$ cat src/hdl/del_map.vh
// Register map, field positions and reset values for the event latch block
`ifndef DEL_MAP_VH
`define DEL_MAP_VH
`define DEL_OFF_EVENT 12'h000
`define DEL_OFF_IRQ_EN 12'h004
`define DEL_OFF_FAULT_EN 12'h008
`define DEL_OFF_SIG_CALC 12'h00C
`define DEL_OFF_SIG_EXP 12'h010
`define DEL_OFF_CTRL 12'h014
`define DEL_OFF_STATUS 12'h018
`define DEL_EVT_MASK 32'h1FFFC000
`define DEL_IRQEN_MASK 32'h1FFFC000
`define DEL_FLTEN_MASK 32'h9FFFC000
`define DEL_FLTEN_ALL 31
`define DEL_B_CAL 28
`define DEL_B_OTP_FAIL 27
`define DEL_B_OTP_CRC 26
`define DEL_B_BUS_CRC 25
`define DEL_B_SIG_RELOAD 24
`define DEL_B_SIG_FAIL 23
`define DEL_B_DUAL 22
`define DEL_B_SWITCH 21
`define DEL_B_FREQ_HI 20
`define DEL_B_FREQ_LO 14
`define DEL_C_SIG_MODE 0
`define DEL_C_AUTO_SEL 1
`define DEL_C_CAL_BYP 2
`define DEL_C_MAN_SEL 3
`define DEL_RST_32 32'h00000000
`endif

$ cat src/hdl/del_event_latch.v
// Upper device event latch with APB registers, interrupt and fault outputs
`timescale 1ns/1ps
`include "del_map.vh"
module del_event_latch (
   input wire clock, // 125 MHz system clock
   input wire rst_n, // Async reset, low
   input wire psel, // APB select
   input wire penable, // APB enable
   input wire pwrite, // APB direction
   input wire [11:0] paddr, // APB byte address
   input wire [31:0] pwdata, // APB write data
   output reg [31:0] prdata, // APB read data
   output reg pready, // APB ready
   output reg pslverr, // APB error
   input wire cal_timeout, // Calibration timed out
   input wire cal_done, // Calibration ended (pulse level)
   input wire [1:0] xtal_enabled, // Crystal enables
   input wire otp_load_fail_in, // Startup load failed
   input wire otp_crc_err_in, // Startup load CRC error
   input wire bus_crc_err, // Serial bus CRC error
   input wire sig_check_done, // Signature check finished
   input wire [31:0] sig_calc_in, // Computed CRC-32 signature
   input wire reload_fail, // Register reload failed
   input wire [1:0] xtal_valid, // Crystal valid levels
   input wire [6:0] output_clock_monitor_fail_t, // True-leg monitor fails 11..5
   input wire [6:0] output_clock_monitor_fail_c, // Complement-leg monitor fails
   output reg xtal_sel_r, // Selected crystal for loop
   output reg irq_r, // Interrupt, high level
   output reg fault_r // Device fault to GPIO, high
);
   // Synchronised inputs
   wire [42:0] raw_in; // Bundle of asynchronous levels
   wire [42:0] syn; // Synchronised bundle
   // Signature word is only used on a done edge, two cycles after it settles
   assign raw_in = {sig_calc_in, output_clock_monitor_fail_t,
                    xtal_valid, cal_timeout, bus_crc_err};
   wire [13:0] ev_raw; // Remaining levels
   wire [13:0] ev_syn; // Synchronised remaining levels
   assign ev_raw = {output_clock_monitor_fail_c, cal_done, xtal_enabled,
                    otp_load_fail_in, otp_crc_err_in, sig_check_done, reload_fail};

   del_sync #(.W(43)) u_sync_a (
      .clock(clock),
      .rst_n(rst_n),
      .async_in(raw_in),
      .sync_out(syn)
   );
   del_sync #(.W(14)) u_sync_b (
      .clock(clock),
      .rst_n(rst_n),
      .async_in(ev_raw),
      .sync_out(ev_syn)
   );

   wire [31:0] s_sig = syn[42:11]; // Computed signature
   wire [6:0] s_mon_t = syn[10:4]; // True-leg fails
   wire [1:0] s_valid = syn[3:2]; // Crystal valid
   wire cal_to_w = syn[1]; // Calibration timeout level
   wire s_bus_crc = syn[0]; // Bus CRC error
   wire [6:0] s_mon_c = ev_syn[13:7]; // Complement-leg fails
   wire s_cal_done = ev_syn[6]; // Calibration done
   wire [1:0] s_xen = ev_syn[5:4]; // Crystal enables
   wire s_otp_fail = ev_syn[3]; // Load fail
   wire s_otp_crc = ev_syn[2]; // Load CRC
   wire s_sig_done = ev_syn[1]; // Signature check done
   wire s_reload_fail = ev_syn[0]; // Reload fail

   // Registers
   reg [31:0] event_r; // Sticky event flags
   reg [31:0] irq_en_r; // Interrupt enables
   reg [31:0] fault_en_r; // Fault enables
   reg [31:0] sig_exp_r; // Expected signature
   reg [31:0] sig_calc_r; // Captured computed signature
   reg [3:0] ctrl_r; // Mode and selection control
   reg [2:0] edge_r; // Previous levels for edge detect
   reg [31:0] evt_set_nxt; // Set requests this cycle
   reg xtal_sel_nxt; // Next crystal selection
   reg [31:0] event_nxt; // Next flag value

   // APB strobes
   wire acc = psel & penable; // Access phase
   wire wr = acc & pwrite; // Write at access
   function sel; // Address match
      input [11:0] a;
      input [11:0] off;
      begin
         sel = (a == off);
      end
   endfunction
   wire mapped = sel(paddr, `DEL_OFF_EVENT) | sel(paddr, `DEL_OFF_IRQ_EN)
               | sel(paddr, `DEL_OFF_FAULT_EN) | sel(paddr, `DEL_OFF_SIG_CALC)
               | sel(paddr, `DEL_OFF_SIG_EXP) | sel(paddr, `DEL_OFF_CTRL)
               | sel(paddr, `DEL_OFF_STATUS);

   // Event detection and crystal selection
   always @* begin
      evt_set_nxt = `DEL_RST_32;
      xtal_sel_nxt = xtal_sel_r;
      // Timeout, or calibration run with no crystal and no bypass
      evt_set_nxt[`DEL_B_CAL] = cal_to_w
         | (s_cal_done & ~edge_r[0] & ~ctrl_r[`DEL_C_CAL_BYP] & (s_xen == 2'h0));
      evt_set_nxt[`DEL_B_OTP_FAIL] = s_otp_fail;
      evt_set_nxt[`DEL_B_OTP_CRC] = s_otp_crc;
      evt_set_nxt[`DEL_B_BUS_CRC] = s_bus_crc;
      // Signature compare at end of check
      if (s_sig_done & ~edge_r[1] & (s_sig != sig_exp_r)) begin
         evt_set_nxt[`DEL_B_SIG_FAIL] = ~ctrl_r[`DEL_C_SIG_MODE];
      end
      // Reload fail only counts after a mismatch in reload mode
      evt_set_nxt[`DEL_B_SIG_RELOAD] = s_reload_fail & ctrl_r[`DEL_C_SIG_MODE]
         & (sig_calc_r != sig_exp_r);
      evt_set_nxt[`DEL_B_FREQ_HI:`DEL_B_FREQ_LO] = s_mon_t | s_mon_c;
      if (ctrl_r[`DEL_C_AUTO_SEL]) begin
         if (!s_valid[xtal_sel_r]) begin
            if (s_valid[~xtal_sel_r]) begin
               xtal_sel_nxt = ~xtal_sel_r; // Automatic switchover
               evt_set_nxt[`DEL_B_SWITCH] = 1'b1;
            end else if (edge_r[2]) begin
               // Stay put when both are bad
               evt_set_nxt[`DEL_B_DUAL] = 1'b1;
            end
         end
      end else begin
         xtal_sel_nxt = ctrl_r[`DEL_C_MAN_SEL]; // Manual selection
      end
      // Set wins over a clear in the same cycle
      event_nxt = event_r;
      if (wr & sel(paddr, `DEL_OFF_EVENT)) begin
         event_nxt = event_r & ~pwdata;
      end
      event_nxt = (event_nxt | evt_set_nxt) & `DEL_EVT_MASK;
   end

   // Register file and flags
   always @(posedge clock or negedge rst_n) begin
      if (!rst_n) begin
         event_r <= `DEL_RST_32;
         irq_en_r <= `DEL_RST_32;
         fault_en_r <= `DEL_RST_32;
         sig_exp_r <= `DEL_RST_32;
         sig_calc_r <= `DEL_RST_32;
         ctrl_r <= 4'h0;
         edge_r <= 3'h0;
         xtal_sel_r <= 1'b0;
      end else begin
         event_r <= event_nxt;
         edge_r <= {s_valid[xtal_sel_r], s_sig_done, s_cal_done};
         xtal_sel_r <= xtal_sel_nxt;
         if (s_sig_done & ~edge_r[1]) begin
            sig_calc_r <= s_sig; // Readable computed signature
         end
         if (wr) begin
            if (sel(paddr, `DEL_OFF_IRQ_EN)) irq_en_r <= pwdata & `DEL_IRQEN_MASK;
            if (sel(paddr, `DEL_OFF_FAULT_EN)) fault_en_r <= pwdata & `DEL_FLTEN_MASK;
            if (sel(paddr, `DEL_OFF_SIG_EXP)) sig_exp_r <= pwdata;
            if (sel(paddr, `DEL_OFF_CTRL)) ctrl_r <= pwdata[3:0];
         end
      end
   end

   // APB answer: one wait-free access, unmapped reports error
   always @(posedge clock or negedge rst_n) begin
      if (!rst_n) begin
         prdata <= `DEL_RST_32;
         pready <= 1'b0;
         pslverr <= 1'b0;
      end else begin
         pready <= psel & ~penable; // Ready in access phase
         pslverr <= psel & ~penable & ~mapped;
         prdata <= `DEL_RST_32;
         if (psel & ~penable & ~pwrite) begin
            case (paddr)
               `DEL_OFF_EVENT: prdata <= event_r;
               `DEL_OFF_IRQ_EN: prdata <= irq_en_r;
               `DEL_OFF_FAULT_EN: prdata <= fault_en_r;
               `DEL_OFF_SIG_CALC: prdata <= sig_calc_r;
               `DEL_OFF_SIG_EXP: prdata <= sig_exp_r;
               `DEL_OFF_CTRL: prdata <= {28'h0000000, ctrl_r};
               `DEL_OFF_STATUS: prdata <= {31'h00000000, xtal_sel_r};
               default: prdata <= `DEL_RST_32;
            endcase
         end
      end
   end

   // Interrupt and fault aggregation
   always @(posedge clock or negedge rst_n) begin
      if (!rst_n) begin
         irq_r <= 1'b0;
         fault_r <= 1'b0;
      end else begin
         irq_r <= |(event_r & irq_en_r);
         fault_r <= fault_en_r[`DEL_FLTEN_ALL] & |(event_r & fault_en_r & `DEL_EVT_MASK);
      end
   end
endmodule // del_event_latch

$ cat src/hdl/del_sync.v
// Two-flop synchroniser for a bundle of asynchronous levels
`timescale 1ns/1ps
module del_sync #(
   parameter W = 1 // Bundle width
) (
   input wire clock, // System clock
   input wire rst_n, // Async reset, low
   input wire [W-1:0] async_in, // Levels from outside
   output reg [W-1:0] sync_out // Synchronised levels
);
   reg [W-1:0] meta_r; // First stage, read only by second

   // Plain double flop; nothing else taps the first stage
   always @(posedge clock or negedge rst_n) begin
      if (!rst_n) begin
         meta_r <= {W{1'b0}};
         sync_out <= {W{1'b0}};
      end else begin
         meta_r <= async_in;
         sync_out <= meta_r;
      end
   end
endmodule // del_sync
$ cat config.mk
export PLATFORM = sky130hd
export DESIGN_NAME = del_event_latch
export DESIGN_NICKNAME = d
export VERILOG_FILES = /design/src/hdl/del_event_latch.v /design/src/hdl/del_sync.v
export VERILOG_INCLUDE_DIRS = /design/src /design/src/hdl
export SDC_FILE = /design/constraint.sdc
export NUM_CORES = 1
export LEC_CHECK = 0
export ABC_AREA = 1
export BUFFER_PORTS_ARGS = -buffer_cell sky130_fd_sc_hd__buf_4
export CAP_MARGIN = 0
export CORE_MARGIN = 8
export CORE_UTILIZATION = 60
export CTS_CLUSTER_DIAMETER = 100
export DETAILED_ROUTE_END_ITERATION = 8
export GPL_ROUTABILITY_DRIVEN = 0
export PLACE_DENSITY_LB_ADDON = 0.1
export REMOVE_ABC_BUFFERS = 1
export SKIP_CTS_REPAIR_TIMING = 1
export SYNTH_ARGS = -nofsm -noshare
export SYNTH_HDL_FRONTEND = slang
export SYNTH_SLANG_ARGS = --single-unit
$ cat constraint.sdc
create_clock -name clock -period 1.95 [get_ports clock]
set_input_delay 0.2925 -clock clock [delete_from_list [all_inputs] [get_ports clock]]
set_output_delay 0.2925 -clock clock [all_outputs]
set_load 0.05 [all_outputs]
==> impl_metrics.toml, run 1 <==
[status]
status = "finished with violations"
violations = "hold timing"

[placement]
hpwl_um = 17200
place_inst = 1429
placedInstanceArea_um2 = 12100
port_buffers = 142

[yosys]
avgSynthCellArea_um2 = 9.90
synth.most_common_cell = "dfrtp_1"
yosysTopAreaCell = "dfrtp_1"
synth_top_cell_area_share_pct = 63.1
yosys-top-cells-count = "dfrtp_1, nand2_1, nor2_1"
async_reset_ff_share_pct = 100
synthDistinctLibCells = 34
synth_area_um2 = 10600
ys_seq_area_share_pct = 63.1
synth_edf_count = 0
synth_warnings = 0
synth_area_leaders = "dfrtp_1, nand2_1, nand3_1, nor2_1, inv_1"
synthFlopType = "dfrtp_1"
syn_inst = 1073
ys_seq_elements = 268

[flow_run]
max_cap_viol_count = 0

[sta]
finalCriticalPeriod_ps = 1560
slew_viol_final = 0
setup-violations-final = 0
tightest_slew_ps = 517
fmax_mhz = 641
rsz0062_at_grt = "no"
final-hold-violation-count = 1
fin_tns_setup_ps = 0
whs_ps = -5.87
post-route-period-util_pct = 80.0
max-slew-margin-rel_pct = 65.5
clock_skew_ps = 21.2

[routing]
top_layer_used = "met4"
route.met3.wl_um = 2070
first_iter_violations = 679
wl_met1_um = 10700
vias_per_cell = 5.41
drcViolationCount = 0
dr.pass1.iters = 5
dr_wl_met2_um = 13500
detail-route-antenna-nets = 0
dr_total_vias = 8367
drt-total-wl_um = 27100
routedWlPerCell_um = 17.5

[setup_path]
end_kind = "flip-flop"
cp_data_arrival_time_ps = 2010
cp_slowest_stage_delay_ps = 530
critical_path.cell_chain = "dlygate4sd3_1 -> buf_4 -> nand3_1 -> inv_1 -> nand3_2 -> buf_4 -> nor2_1 -> a21oi_1"
required_ps = 2400
cp_common_cell = "buf_4"
cp_max_fo = 32
crit_type = "in -> reg"
worst_path_max_delay_cell = "dlygate4sd3_1"
start_kind = "input port"
rrSetupSlack_ps = 510

[floorplanning]
initial_core_util_pct = 61.4
die_h_um = 149
num_rows = 48
dieArea_um2 = 22200
ios = 143
die_width_um = 149
coreArea_um2 = 17300

[clocking]
root_buffer = "clkbuf_16"
cts_tree = "built"
cts.sinks = 268
clk_pin_slew_ps = 60
clkLatencyLatePin_ps = 550
htree_num_levels = 1
cts_inserted_buffers = 27
cts.path.max_buffers = 3

[power]
internal_power_uw = 9330
combPwrFrac_pct = 6.7
finalPower_uw = 12100
p_seq_share_pct = 49.0
switching_power_uw = 2740
ir_drop_mv = 0.857
clkPwrFrac_pct = 44.3
power_leakage_uw = 0.00649
p_sw_share_pct = 22.7
powerDensity_nw_per_um2 = 881

[hold_path]
hold_path.class = "in -> reg"

[finish]
nets = 1407
fin_area_um2 = 13700
fin_util_pct = 79.1
post_layout_nonfiller_instances = 1547
drive_above_1_share_pct = 18.7
area_delta_synth_final_pct = 28.9

[global_route]
grt_use_total_pct = 23.6
grt_pass1_vias = 8234
grt_pass1_wl_um = 41700
grt_overflow = 0
grt_max_degree = 65
antenna_found_initial = 0
## worst max-delay path, delay by kind of cell
kind | cells | cell delay [ps]
simple gates | 3 | 410
buf+inv | 4 | 1160
compound gates | 1 | 150
## power groups by stage
stage	Sequential (uW)	Clock, uW	Combinational (uW)
2_1_floorplan	5980	0	289
5_1_grt	5930	5630	889
3_3_place_gp	6000	0	672
6_report	5910	5350	805
3_5_place_dp	6010	0	689
4_1_cts	5910	5420	699
## per-layer routing
layer  vias to the layer above  GRT usage, %
li1                       3868             -
met1                      4094          30.3
met2                       349          39.7
met3                        56          4.76
met4                         0          7.52
met5                         -             0
## kinds of logic after synthesis
family	Yosys count	synth area share, %
mux	14	1.48
xor+xnor	44	3.63
simple gates	449	18.0
buf+inv	154	6.23
compound gates	144	7.54
flops	268	63.1
## worst paths after layout
kind | startpoint | endpoint | cells after the start
max | penable | sig_exp_r[30] | 8
min | psel | pready | 3
max reg2reg | sig_exp_r[15] | event_r[23] | 8
min reg2reg | u_sync_a.meta_r[4] | u_sync_a.sync_out[4] | 0
max in group asynchronous | rst_n | pslverr | 3
min in group asynchronous | rst_n | u_sync_b.meta_r[12] | 2
## area by class of cell
| class | instances | area [um2] |
|---|---|---|
| clock buffers | 35 | 746 |
| clock inverters | 14 | 186 |
| multi-input cells | 651 | 3250 |
| diodes | 1 | 2.50 |
| well taps | 225 | 282 |
| inverters | 114 | 428 |
| flip-flops and latches | 268 | 6710 |
| repair buffers | 239 | 2080 |
| fillers | 1116 | 3610 |
## per-stage QoR
stage / hold WS, ps / setup WS (ps)
finish: -5.87 / 391
CTS: -296 / 406
detailed placement: 276 / 202
global placement: 282 / 249
floorplan: -3.09 / -381
global route: 11.9 / 251
## cells in the final DEF, fill, tap and decap left out, types with 3 or more instances in the layout
cell / n
clkbuf_1: 4
a21oi_1: 21
bufinv_16: 3
nand2_1: 208
nor2_4: 5
clkbuf_16: 27
buf_4: 161
clkinv_4: 4
o21ai_1: 8
inv_1: 113
nand3_1: 100
nand3_2: 3
buf_12: 9
nand4_1: 4
nor2_1: 117
clkinvlp_4: 3
dfrtp_1: 268
o22ai_1: 7
nand2_2: 5
o21ai_0: 82
o21a_1: 15
clkbuf_8: 4
xnor2_1: 44
dlygate4sd3_1: 68
mux2_2: 14
## registers in the layout (all words and copies together), names as in the netlist
name and count:
u_sync_b.sync_out 14, u_sync_a.meta_r 43, u_sync_b.meta_r 14, prdata 32, sig_exp_r 32, edge_r 3, ctrl_r 4, irq_en_r 15
fault_en_r 16, irq_r 1, pslverr 1, fault_r 1, xtal_sel_r 1, u_sync_a.sync_out 43, event_r 15, sig_calc_r 32
pready 1
Power figures use the tool's default switching activity.
==> run 2: changes to the inputs <==
--- a/config.mk
+++ b/config.mk
@@ -6,11 +6,11 @@
 export SDC_FILE = /design/constraint.sdc
 export NUM_CORES = 1
 export LEC_CHECK = 0
-export ABC_AREA = 1
+export ABC_AREA = 0
 export BUFFER_PORTS_ARGS = -buffer_cell sky130_fd_sc_hd__buf_4
 export CAP_MARGIN = 0
 export CORE_MARGIN = 8
-export CORE_UTILIZATION = 60
+export CORE_UTILIZATION = 51
 export CTS_CLUSTER_DIAMETER = 100
 export DETAILED_ROUTE_END_ITERATION = 8
 export GPL_ROUTABILITY_DRIVEN = 0
==> constraint.sdc (replaced) <==
create_clock -name clock -period 1.4 [get_ports clock]
set_input_delay 0.21 -clock clock [delete_from_list [all_inputs] [get_ports clock]]
set_output_delay 0.21 -clock clock [all_outputs]
set_load 0.05 [all_outputs]
==> impl_metrics.toml, run 2 <==
[sta]
setup-violations-final = 19
finalCriticalPeriod_ps = 1700
post-route-period-util_pct = 121
slew_viol_final = 0
rsz0062_at_grt = "yes"
final-hold-violation-count = 0
fmax_mhz = 589
tightest_slew_ps = 585
finalWorstSetupSlack_ps = -298
max-slew-margin-rel_pct = 61.0
clock_skew_ps = 5.73

[finish]
area_delta_synth_final_pct = 43.0
drive_above_1_share_pct = 41.4
antenna_cells = 0
most-common-layout-cells = "dfrtp_1, buf_4, mux2_2"
top_regs = "u_sync_a.meta_r: 43 flops, u_sync_a.sync_out: 43 flops"
multiInputGateArea_um2 = 3290
regArea_um2 = 6710
final_common_cell = "dfrtp_1"
final.fill_count = 1251
nets = 1122
post_layout_nonfiller_instances = 1300

[yosys]
synth_top_cell_area_share_pct = 67.2
async_reset_ff_share_pct = 100
synthFlopType = "dfrtp_1"
ys_seq_area_share_pct = 67.2
ys_seq_elements = 268
yosysTopAreaCell = "dfrtp_1"
synth_warnings = 0
synth_area_leaders = "dfrtp_1, mux2_2, xnor2_1, a22oi_1, nor2_1"
synth_edf_count = 0
synthDistinctLibCells = 44
synth_area_um2 = 9980
yosys-top-cells-count = "dfrtp_1, mux2_2, xnor2_1"
synth.most_common_cell = "dfrtp_1"
avgSynthCellArea_um2 = 14.9
syn_inst = 670

[hold_path]
hold_path.class = "in -> reg"

[setup_path]
end_kind = "flip-flop"
cp_data_arrival_time_ps = 2110
crit_type = "reg -> reg"
required_ps = 1820
cp_max_fo = 2
start_kind = "flip-flop"

[floorplanning]
ios = 143
num_rows = 51
die_h_um = 156
coreArea_um2 = 19300
initial_core_util_pct = 51.6
dieArea_um2 = 24300
die_width_um = 156

[clocking]
clk_pin_slew_ps = 60
root_buffer = "clkbuf_16"
cts_inserted_buffers = 28
cts_tree = "built"
cts.sinks = 268
clkLatencyLatePin_ps = 530
cts.path.max_buffers = 3
htree_num_levels = 1

[routing]
dr_total_vias = 6957
detail-route-antenna-nets = 0
routedWlPerCell_um = 21.0
top_layer_used = "met4"
route.met3.wl_um = 1550
drcViolationCount = 0
dr.pass1.iters = 5
wl_met1_um = 11100
drt-total-wl_um = 27300
vias_per_cell = 5.35
dr_wl_met2_um = 13700
first_iter_violations = 416

[placement]
place_ws_ps = -563
hpwl_um = 19100
place_inst = 1159
port_buffers = 142

[global_route]
grt_overflow = 0
grt_max_degree = 46
grt_pass1_wl_um = 41000
grt_pass1_vias = 7267
antenna_found_initial = 0
grt_use_total_pct = 22.1

[power]
ir_drop_mv = 1.06
power_leakage_uw = 0.00646
powerDensity_nw_per_um2 = 1220

[flow_run]
max_cap_viol_count = 0

[status]
violations = "setup timing"
status = "finished with violations"
[run 2: power by group]
| group | internal, uW | switching [uW] |
|---|---|---|
| logic | 940 | 664 |
| clock network | 4590 | 2870 |
| registers | 8060 | 220 |
[run 2: final timing paths]
path / start / depth (start not counted) / slack, ps / to
setup / recovery: sig_exp_r[8] / 6 / -300 / event_r[23]
hold / removal: psel / 4 / 150 / pready
setup reg to reg: sig_exp_r[8] / 6 / -300 / event_r[23]
hold reg to reg: u_sync_b.meta_r[2] / 0 / 340 / u_sync_b.sync_out[2]
max in group asynchronous: rst_n / 3 / 610 / u_sync_a.sync_out[21]
min in group asynchronous: rst_n / 2 / 210 / event_r[28]
[run 2: final cells by class]
cell class | count | share of cell area (%)
inverters | 5 | 0.132
clock buffers | 42 | 5.78
flip-flops and latches | 268 | 47.0
clock inverters | 7 | 0.798
well taps | 265 | 2.32
repair buffers | 342 | 20.9
multi-input cells | 371 | 23.0
[run 2: cells by family after synthesis]
| kind of cell | Yosys count | synth area share [%] |
|---|---|---|
| and+or+nand+nor | 121 | 6.27 |
| DFF | 268 | 67.2 |
| AOI/OAI and AO/OA | 80 | 6.45 |
| xor gates and xnor gates | 64 | 5.62 |
| muxes | 106 | 12.7 |
| buffers and inverters | 31 | 1.69 |
[run 2: critical path, cell delays in order, from the launching register on]
cell     delay (ps)
dfrtp_1         420
xnor2_2         200
nand4_1         190
nor4_2          340
buf_4           160
nand2_1          50
a32o_1          230
[run 2: metal layers]
metal	vias to the layer above	global-route usage (%)
met5	-	0
met4	0	7.81
met3	70	4.90
met1	3553	27.6
li1	3098	-
met2	236	37.2
[run 2: through the flow]
stage	hold slack (ps)	utilization (%)	power, uW	cell area, um2	setup TNS [ps]
after floorplan	-85.6	-	8790	9830	-97240
after global placement	165	63.0	9700	12200	-50290
after detailed placement	167	63.0	9750	12200	-53630
after CTS	-387	67.8	17200	13100	-1370
after global routing	152	73.8	18000	14300	-1450
final	147	73.8	17400	14300	-765
